File: src/sar_adc_pkg.sv
// Constants, field layout and carrier types for the converter sequencer.
// Assumes an 8-bit special-function-register port driven by the CPU core.
// How it works
// - Four machine cycles per result bit
// - External enable low: software start only
// - External enable high: software or rising pin
// - Done flag set at result; interrupt if enabled
// - Writing one to done flag does nothing
// - Start write or pin sets start bit
// - Start bit reads one while busy
// - Busy clears as done flag sets
// - Starts ignored while busy or done
// - Straight binary result, 000 to 3ff
// - Idle mode aborts running conversion
// - Power-down freezes logic, keeps registers
// - Test bits from MSB downward, keep if above
// - High eight bits separate, low two in control
// - Three select bits pick one input
package sar_adc_pkg;

  localparam logic [7:0] CtrlRegAddr   = 8'hc5;  // converter_control_reg
  localparam logic [7:0] ResultHighAddr = 8'hc6; // result_high_reg
  localparam logic [7:0] CtrlResetVal  = 8'h00;

  // Field positions in the control register
  localparam int ResBit1Pos   = 7;
  localparam int ResBit0Pos   = 6;
  localparam int ExtEnPos     = 5;
  localparam int DonePos      = 4;
  localparam int StartPos     = 3;
  localparam int ChanMsbPos   = 2;
  localparam int ChanLsbPos   = 0;

  // Timing: setup cycles before sampling, sample cycles, cycles per bit
  localparam int ResultBits     = 10;
  localparam int CyclesPerBit   = 4;
  localparam int InitCycles     = 2;
  localparam int SampleCycles   = 8;

  localparam logic [9:0] SarMsbOnly = 10'h200;
  localparam logic [9:0] SarZero    = 10'h000;

  typedef enum logic [3:0] {
    StIdle   = 4'b0001,
    StInit   = 4'b0010,
    StSample = 4'b0100,
    StConv   = 4'b1000
  } seqState_t;

  // Register-port request carrier
  typedef struct packed {
    logic       wr;
    logic       rd;
    logic [7:0] addr;
    logic [7:0] wdata;
  } sfrReq_t;

endpackage

File: src/sar_adc_sequencer.sv
// Sequencer for the ten-bit successive-approximation converter.
// Assumes clk is the machine-cycle clock and clkEn is low in power-down.
`timescale 1ns/1ps
module sar_adc_sequencer
  import sar_adc_pkg::*;
#(
  parameter int Width = ResultBits
) (
  input  wire logic             clk,
  input  wire logic             rst_n,
  input  wire logic             clkEn,
  input  wire sfrReq_t          sfrReq,
  output logic      [7:0]       sfrRdata,
  input  wire logic             external_start_pin,
  input  wire logic             idleMode,
  input  wire logic             cmpAbove,
  input  wire logic             intEnable,
  output logic      [Width-1:0] dacCode,
  output logic      [2:0]       analogMuxSel,
  output logic      [7:0]       analog_input_port_sel,
  output logic                  sampleHold,
  output logic                  convIrq
);

  // Bit counter wide enough for the longest phase
  localparam int CntW = 4;
  localparam logic [CntW-1:0] InitLast   = CntW'(InitCycles - 1);
  localparam logic [CntW-1:0] SampleLast = CntW'(SampleCycles - 1);
  localparam logic [CntW-1:0] BitLast    = CntW'(CyclesPerBit - 1);

  function automatic logic isWrite(input sfrReq_t r, input logic [7:0] a);
    return r.wr && (r.addr == a);
  endfunction

  seqState_t        state_q, state_d;
  logic [CntW-1:0]  cnt_q, cnt_d;
  logic [Width-1:0] sar_q, sar_d;
  logic [Width-1:0] mask_q, mask_d;
  logic [Width-1:0] result_q, result_d;
  logic             extEn_q, extEn_d;
  logic             done_q, done_d;
  logic             busy_q, busy_d;
  logic             cmd_q, cmd_d;
  logic [2:0]       chan_q, chan_d;
  logic             pinPrev_q, pinPrev_d;

  logic             ctrlWr;
  logic             swStart;
  logic             pinRise;
  logic             startReq;
  logic [Width-1:0] stepSar;
  logic [Width-1:0] stepMask;

  sar_step #(
    .Width (Width)
  ) u_step (
    .sarIn    (sar_q),
    .bitMask  (mask_q),
    .cmpAbove (cmpAbove),
    .sarOut   (stepSar),
    .nextMask (stepMask)
  );

  // Start sources; the pin edge is seen at the end of a machine cycle
  always_comb begin
    ctrlWr   = isWrite(sfrReq, CtrlRegAddr);
    swStart  = ctrlWr && sfrReq.wdata[StartPos];
    pinRise  = extEn_q && external_start_pin && !pinPrev_q;
    startReq = (swStart || pinRise) && !busy_q && !cmd_q && !done_q;
  end

  // Register-side state: control fields, done flag, command flip-flop
  always_comb begin
    extEn_d   = extEn_q;
    chan_d    = chan_q;
    done_d    = done_q;
    cmd_d     = cmd_q;
    pinPrev_d = external_start_pin;
    if (ctrlWr) begin
      extEn_d = sfrReq.wdata[ExtEnPos];
      // Channel is only steered while the converter is quiet
      if (!busy_q && !cmd_q && !done_q) begin
        chan_d = sfrReq.wdata[ChanMsbPos:ChanLsbPos];
      end
      // Software may clear the flag, never set it
      if (!sfrReq.wdata[DonePos]) begin
        done_d = 1'b0;
      end
    end
    if (startReq) begin
      cmd_d = 1'b1;
    end
    if (state_q == StInit) begin
      cmd_d = 1'b0;
    end
    // Hardware set wins over a same-cycle software clear
    if (state_q == StConv && cnt_q == BitLast && mask_q[0]) begin
      done_d = 1'b1;
    end
    if (idleMode) begin
      cmd_d = 1'b0;
    end
  end

  // Conversion sequence: init, sample, then ten bit periods
  always_comb begin
    state_d  = state_q;
    cnt_d    = cnt_q;
    sar_d    = sar_q;
    mask_d   = mask_q;
    result_d = result_q;
    busy_d   = busy_q;
    case (state_q)
      StIdle: begin
        if (cmd_q && !idleMode) begin
          state_d = StInit;
          cnt_d   = '0;
        end
      end
      StInit: begin
        busy_d = 1'b1;
        if (cnt_q == InitLast) begin
          state_d = StSample;
          cnt_d   = '0;
        end else begin
          cnt_d = cnt_q + 1'b1;
        end
      end
      StSample: begin
        if (cnt_q == SampleLast) begin
          state_d = StConv;
          cnt_d   = '0;
          sar_d   = SarMsbOnly;
          mask_d  = SarMsbOnly;
        end else begin
          cnt_d = cnt_q + 1'b1;
        end
      end
      StConv: begin
        if (cnt_q == BitLast) begin
          cnt_d  = '0;
          sar_d  = stepSar;
          mask_d = stepMask;
          if (mask_q[0]) begin
            // Straight binary code straight from the approximation register
            result_d = stepSar;
            busy_d   = 1'b0;
            state_d  = StIdle;
          end
        end else begin
          cnt_d = cnt_q + 1'b1;
        end
      end
      default: begin
        state_d = StIdle;
        busy_d  = 1'b0;
      end
    endcase
    // Idle mode drops a running conversion and keeps the old result
    if (idleMode && state_q != StIdle) begin
      state_d = StIdle;
      busy_d  = 1'b0;
      cnt_d   = '0;
    end
  end

  // All state frozen while clkEn is low, which models power-down
  always_ff @(posedge clk or negedge rst_n) begin
    if (!rst_n) begin
      state_q   <= StIdle;
      cnt_q     <= '0;
      sar_q     <= SarZero;
      mask_q    <= SarZero;
      result_q  <= SarZero;
      extEn_q   <= CtrlResetVal[ExtEnPos];
      done_q    <= CtrlResetVal[DonePos];
      busy_q    <= CtrlResetVal[StartPos];
      cmd_q     <= 1'b0;
      chan_q    <= CtrlResetVal[ChanMsbPos:ChanLsbPos];
      pinPrev_q <= 1'b1;
    end else if (clkEn) begin
      state_q   <= state_d;
      cnt_q     <= cnt_d;
      sar_q     <= sar_d;
      mask_q    <= mask_d;
      result_q  <= result_d;
      extEn_q   <= extEn_d;
      done_q    <= done_d;
      busy_q    <= busy_d;
      cmd_q     <= cmd_d;
      chan_q    <= chan_d;
      pinPrev_q <= pinPrev_d;
    end
  end

  // Read data; start bit shows the busy flip-flop, not the command
  always_comb begin
    sfrRdata = 8'h00;
    if (sfrReq.rd && sfrReq.addr == CtrlRegAddr) begin
      sfrRdata[ResBit1Pos]            = result_q[1];
      sfrRdata[ResBit0Pos]            = result_q[0];
      sfrRdata[ExtEnPos]              = extEn_q;
      sfrRdata[DonePos]               = done_q;
      sfrRdata[StartPos]              = busy_q;
      sfrRdata[ChanMsbPos:ChanLsbPos] = chan_q;
    end else if (sfrReq.rd && sfrReq.addr == ResultHighAddr) begin
      sfrRdata = result_q[Width-1:Width-8];
    end
  end

  // Analog-side drive and interrupt request
  always_comb begin
    dacCode               = sar_q;
    analogMuxSel          = chan_q;
    analog_input_port_sel = 8'h01 << chan_q;
    sampleHold            = (state_q == StSample);
    convIrq               = done_q && intEnable;
  end

endmodule

File: src/sar_step.sv
// One successive-approximation step: resolve the tested bit, raise the next.
// Assumes the comparator output is valid at the end of the bit period.
`timescale 1ns/1ps
module sar_step
  import sar_adc_pkg::*;
#(
  parameter int Width = ResultBits
) (
  input  wire logic [Width-1:0] sarIn,
  input  wire logic [Width-1:0] bitMask,
  input  wire logic             cmpAbove,
  output logic      [Width-1:0] sarOut,
  output logic      [Width-1:0] nextMask
);

  // Keep the tested bit only if the input exceeds the ladder, set the next one
  always_comb begin
    sarOut   = cmpAbove ? sarIn : (sarIn & ~bitMask);
    nextMask = bitMask >> 1;
    sarOut   = sarOut | nextMask;
  end

endmodule

File: config.mk
export PLATFORM = sky130hd
export DESIGN_NAME = sar_adc_sequencer
export DESIGN_NICKNAME = d
export VERILOG_FILES = /design/src/sar_adc_pkg.sv /design/src/sar_adc_sequencer.sv /design/src/sar_step.sv
export SDC_FILE = /design/constraint.sdc
export NUM_CORES = 1
export LEC_CHECK = 0
export BUFFER_PORTS_ARGS = -buffer_cell sky130_fd_sc_hd__buf_2
export CAP_MARGIN = 10
export CORE_MARGIN = 1.5
export CORE_UTILIZATION = 35
export DETAILED_ROUTE_END_ITERATION = 8
export PLACE_DENSITY_LB_ADDON = 0.3
export SLEW_MARGIN = 20
export SYNTH_ARGS = -nofsm -noshare
export SYNTH_HDL_FRONTEND = slang
export SYNTH_SLANG_ARGS = --single-unit
File: constraint.sdc
create_clock -name clk -period 2.84 [get_ports clk]
set_input_delay 0.71 -clock clk [delete_from_list [all_inputs] [get_ports clk]]
set_output_delay 0.71 -clock clk [all_outputs]
set_load 0.01 [all_outputs]
==> impl_metrics.toml, run 1 <==
[status]
status = "finished, violations left"
violations = "negative setup slack"

[logic_synthesis]
yosys.area_share.simple_pct = 17.11
synth_top_family_by_area = "compound AO/OA/AOI/OAI gates"
synth_nets = 267
synth-xor-area-share_pct = 0.3564
async_flop_share_pct = 100.0
yosys.area.top_type = "dfrtp_1"
synthFlopType = "dfrtp_1"
synth.avg_cell_area_um2 = 10.24
ys_seq_elements = 46
synth_cell_types = 47
muxShareOfSynthArea_pct = 4.837
synth_top_area_share_pct = 44.81
synthCells = 240
netlist_top_cells_area = "dfrtp_1, a22o_1, a21o_1, nand2_1, o21ai_0"
synth_area_um2 = 2457
ys_seq_area_share_pct = 46.95
synthAdderAreaFrac_pct = 1.018
synth_compound_area_share_pct = 24.90
yosysWarningCount = 0
synth_edf_count = 0
synth_most_common_cell = "dfrtp_1"
synth_commonest_cells = "dfrtp_1, a22o_1, nand2_1"

[clock_network]
numClockSinks = 46
cts_hold_buf = 0
cts.path.max_buffers = 2
clk_latency_ns = 0.30
clkTransAtPathRegs_ns = 0.07
cts_buffers = 5
htree_levels = 2
tritoncts = "yes"
cts_root_buffer = "clkbuf_8"

[finish]
fill_cells = 675
drive_above_1_share_pct = 31.03
antenna_cells = 0
area_delta_synth_final_pct = 20.21
final_core_util_pct = 43.48
multiInputGateArea_um2 = 1206
fin_nets = 317
seq_area_um2 = 1154

[setup_path]
r2r_cells = 5
critPathSlowestCell = "or4b_4"
max_stage_delay_ns = 0.55
worstPathRequired_ns = 2.13
start_kind = "input pin"
endpoint = "sfrRdata[4]"
r2r_slack_ns = 0.50
critPathMaxFanout = 4
critPathLaunch = "sfrReq[12]"
r2r-start = "state_q[1]"
cp_cell_sequence = "buf_6 > or4b_4 > nor4b_4 > and2_4 > buf_6 > a22o_1 > buf_2"
timing.rr.end = "dacCode[8]"
end_kind = "output port"
cpMostUsedCell = "buf_6"
worst_ep_arrival_time_ns = 2.17
worstSetupPathType = "input pin to output port"

[timing]
rsz0062_at_grt = "yes"
relSlewSlack_pct = 61.19
period_share_pct = 101.3
fmax_ghz = 0.3475
fin_ws_ns = -0.03790
fin_skew_ns = 0.007894
slew_violations = 0
worst_slew_pin_slew_ns = 0.5822
setup_viol = 8
finalHoldViolCount = 0
finalCriticalPeriod_ns = 2.878

[floorplan]
fp-row-count = 30
io_pins = 56
die_w_um = 86.79
initial_core_util_pct = 36.17
core-area_um2 = 6794
die_h_um = 86.79
die-area_um2 = 7533

[power_and_ir_drop]
p_leak_nw = 1.429
power_mw = 1.535
powerDensity_nw_per_um2 = 519.7
ir_drop_uv = 195.5

[global_routing]
antenna_found_initial = 0
gr-total-overflow = 0
grt_pass1_wl_um = 8694
grt_max_degree = 47
grt_pass1_vias = 1746
grt_usage_pct = 14.90

[drt]
avgViaCountPerCell = 5.085
vias = 1963
drc = 0
drt-total-wl_um = 5328
firstDrtPassIters = 4
first_iter_violations = 102
wl_per_cell_um = 13.80
ant_nets = 0

[min_path]
hp-class = "input pin to async pin"

[placed_design]
portBuffers = 53
pre_cts_ws_ns = -0.1395
gp_congestion = 0.7591
dp_hpwl_um = 3624

[run]
drv_cap = 0
==> stage by stage <==
stage,instances,cell area [µm²],TNS [ns],hold slack [ns]
4_1_cts,386,2954,-0.5545,0.4929
6_report,386,2954,-0.1767,0.4855
5_1_grt,386,2954,-0.7004,0.5127
2_1_floorplan,240,2457,0,0.4144
3_5_place_dp,378,2799,-1.027,0.4743
3_3_place_gp,378,2799,-1.144,0.4634
==> final cells by class <==
type	count	area share (%)
clock buffers	6	2.795
clock inverters	1	1.017
inverters	8	1.017
multi-input cells	169	40.83
flip-flops and latches	46	39.05
well taps	96	4.066
repair buffers	60	11.22
==> critical path, delay by kind of cell <==
family	cells	cell delay, ns
AOI/OAI and AO/OA	1	0.13
and+or+nand+nor	3	1.00
buffers and inverters	3	0.32
==> worst min-delay path by stage <==
stage / startpoint / endpoint / slack, ns / depth (start not counted)
floorplan: rst_n / analogMuxSel[0] / 0.41 / 0
global placement: result_q[5] / result_q[5] / 0.46 / 2
detailed placement: result_q[7] / result_q[7] / 0.47 / 2
CTS: result_q[7] / result_q[7] / 0.49 / 2
global route: result_q[2] / result_q[2] / 0.51 / 2
finish: rst_n / state_q[3] / 0.49 / 2
==> routing by layer <==
layer | GRT usage (%) | wire, µm | up-vias
met5 | 0 | 0 | -
met1 | 21.50 | 2647 | 935
li1 | - | - | 972
met2 | 21.28 | 2310 | 49
met3 | 3.905 | 280 | 7
met4 | 5.718 | 89 | 0
==> placed cells by master, fill, tap and decap left out, types with 2 or more instances in the layout <==
cell type	Yosys	layout
a22o_1	26	26
clkbuf_8	0	6
o21ai_0	17	17
or4b_1	4	3
and3b_1	2	2
nand2b_1	10	10
nand2_1	23	23
nor3_1	2	2
nand3_1	3	3
nor4b_1	3	2
and3_1	3	3
or4b_4	1	2
mux2_2	5	5
a21o_1	12	12
mux2_4	2	2
buf_6	2	3
dfstp_2	2	2
inv_1	8	8
nor3b_1	4	4
buf_2	8	52
o211ai_1	2	2
o21a_1	2	2
dfrtp_1	44	44
buf_4	0	5
a21oi_1	14	14
or2_2	2	2
ha_1	2	2
o21ai_1	3	3
nor2_1	8	8
==> state kept, by name, indices dropped and copies added (netlist names) <==
register	count
analogMuxSel	3
busy_q	1
cmd_q	1
cnt_q	4
dacCode	10
done_q	1
extEn_q	1
mask_q	10
pinPrev_q	1
result_q	10
state_q	4
==> repair_timing <==
item,CTS,global route
hold endpoints to repair,0,0
buffers inserted,1,0
resized for setup,7,0
pin swaps,10,4
setup endpoints to repair,8,8
cloned,0,0
==> power breakdown <==
part           switching (mW)  internal (mW)
sequential             0.0619          0.691
combinational           0.147          0.142
clock                   0.212          0.281
==> cell families (layout without fill, tap and decap cells) <==
kind of cell             Yosys count  in the layout
adder cells (fa/ha/maj)            2              2
multiplexers                       9              9
XOR/XNOR                           1              1
buffers and inverters             25             75
flip-flops                        46             46
AO/OA/AOI/OAI                     85             85
AND/OR/NAND/NOR                   72             72
No activity file was read; power rests on OpenSTA's default activity.
==> run 2: changes to the inputs <==
- CORE_ASPECT_RATIO: not set -> 0.7
- CORE_MARGIN: 1.5 -> not set
- REMOVE_ABC_BUFFERS: not set -> 1
==> run 2 against run 1 <==
Net effect: critical endpoint is now sfrRdata[6]; worst setup slack improved by 0.026 ns; worst hold slack improved by 0.0015 ns; the flow still finishes with violations (negative setup slack); largest cell class unchanged; register-to-register slack got worse by 0.03 ns; power decreased by 4.7%.
==> impl_metrics.toml, run 2 (synthesis gave the netlist of run 1 again) <==
[status]
status = "finished, violations left"
violations = "negative setup slack"

[finish]
antenna_cells = 0
seq_area_um2 = 1154
multiInputGateArea_um2 = 1215
drive_above_1_share_pct = 31.03
final_common_cell = "buf_2"
fin_nets = 316
finish.instance_area_um2 = 2938
fill_cells = 664
final_cell_mix = "buf_2, dfrtp_1, a22o_1"
stdcell_count = 384
area_delta_synth_final_pct = 19.55

[drt]
avgViaCountPerCell = 5.057
met3WireLength_um = 244
top_layer = "met4"
first_iter_violations = 97
wl_met1_um = 3042
drt-total-wl_um = 5596
ant_nets = 0
drc = 0
wl_per_cell_um = 14.57
firstDrtPassIters = 4
vias = 1942
dr_wl_met2_um = 2264

[setup_path]
critPathMaxFanout = 8
start_kind = "input pin"
worstPathRequired_ns = 2.13
end_kind = "output port"
worst_ep_arrival_time_ns = 2.14
worstSetupPathType = "input pin to output port"

[floorplan]
die-area_um2 = 7366
die_h_um = 72.11
core-area_um2 = 6756
initial_core_util_pct = 36.37
io_pins = 56
die_w_um = 102.2
fp-row-count = 25

[global_routing]
grt_max_degree = 47
gr-total-overflow = 0
grt_pass1_vias = 1706
grt_pass1_wl_um = 8859
antenna_found_initial = 0
grt_usage_pct = 15.60

[clock_network]
cts_buffers = 5
clk_latency_ns = 0.29
htree_levels = 2
cts_hold_buf = 0
tritoncts = "yes"
cts_root_buffer = "clkbuf_8"
cts.path.max_buffers = 2
clkTransAtPathRegs_ns = 0.09
numClockSinks = 46

[timing]
fin_skew_ns = 0.007673
worst_slew_pin_slew_ns = 0.6019
slew_violations = 0
rsz0062_at_grt = "yes"
fin_hold_ws_ns = 0.4869
relSlewSlack_pct = 59.78
period_share_pct = 100.4
setup_viol = 1
setup_tns_ns = -0.01201
finalHoldViolCount = 0
finalCriticalPeriod_ns = 2.852
fin_ws_ns = -0.01201
fmax_ghz = 0.3506

[placed_design]
gp_congestion = 0.7736
place_inst = 376
dp_hpwl_um = 3875
portBuffers = 53
place_area_um2 = 2796

[min_path]
hp-class = "input pin to async pin"

[power_and_ir_drop]
p_leak_nw = 1.418
ir_drop_uv = 177.9
powerDensity_nw_per_um2 = 498.1

[run]
drv_cap = 0
## run 2: report_power, final
part | internal (mW) | switching, mW | total, mW
Sequential | 0.691 | 0.0591 | 0.750
Combinational | 0.143 | 0.153 | 0.296
Clock | 0.196 | 0.221 | 0.417
## run 2: cell type report
type                    count  area share [%]
clock inverters             2          0.4259
inverters                   8           1.022
clock buffers               6           2.811
multi-input cells         169           41.35
well taps                  94           4.003
repair buffers             59           11.12
flip-flops and latches     46           39.27
## run 2: metal layers
metal / up-vias / track usage (%)
met5: - / 0
met4: 0 / 3.810
met3: 4 / 3.565
met2: 47 / 19.91
met1: 923 / 25.66
li1: 968 / -
## run 2: worst max-delay path, cell delays in order
cell	delay, ns
buf_6	0.09
or4b_4	0.56
nor4b_4	0.25
and2_4	0.24
a22o_1	0.16
buf_2	0.13
## run 2: path summary, 6_finish.rpt
check | startpoint | endpoint | slack (ns) | cells after the start
setup / recovery | sfrReq[11] | sfrRdata[6] | -0.01 | 6
hold / removal | rst_n | result_q[2] | 0.49 | 2
setup reg to reg | state_q[1] | dacCode[0] | 0.47 | 5
hold reg to reg | result_q[1] | result_q[1] | 0.49 | 2
max in group asynchronous | rst_n | dacCode[8] | 1.95 | 2
min in group clk | result_q[1] | result_q[1] | 0.49 | 2
## run 2: repair_timing
action | CTS | global route
resized for setup | 5 | 4
hold endpoints to repair | 0 | 0
setup buffers | 1 | 0
setup endpoints to repair | 8 | 8
pin swaps | 10 | 6
## run 2: through the flow
step	total power [mW]	setup slack, ns	utilization [%]
finish	1.463	-0.01201	43.48
global route	1.543	-0.08468	43.48
CTS	1.475	-0.1117	43.33
detailed placement	1.052	-0.1999	41.39
global placement	1.047	-0.1731	41.39
floorplan	0.9622	0.02604	-
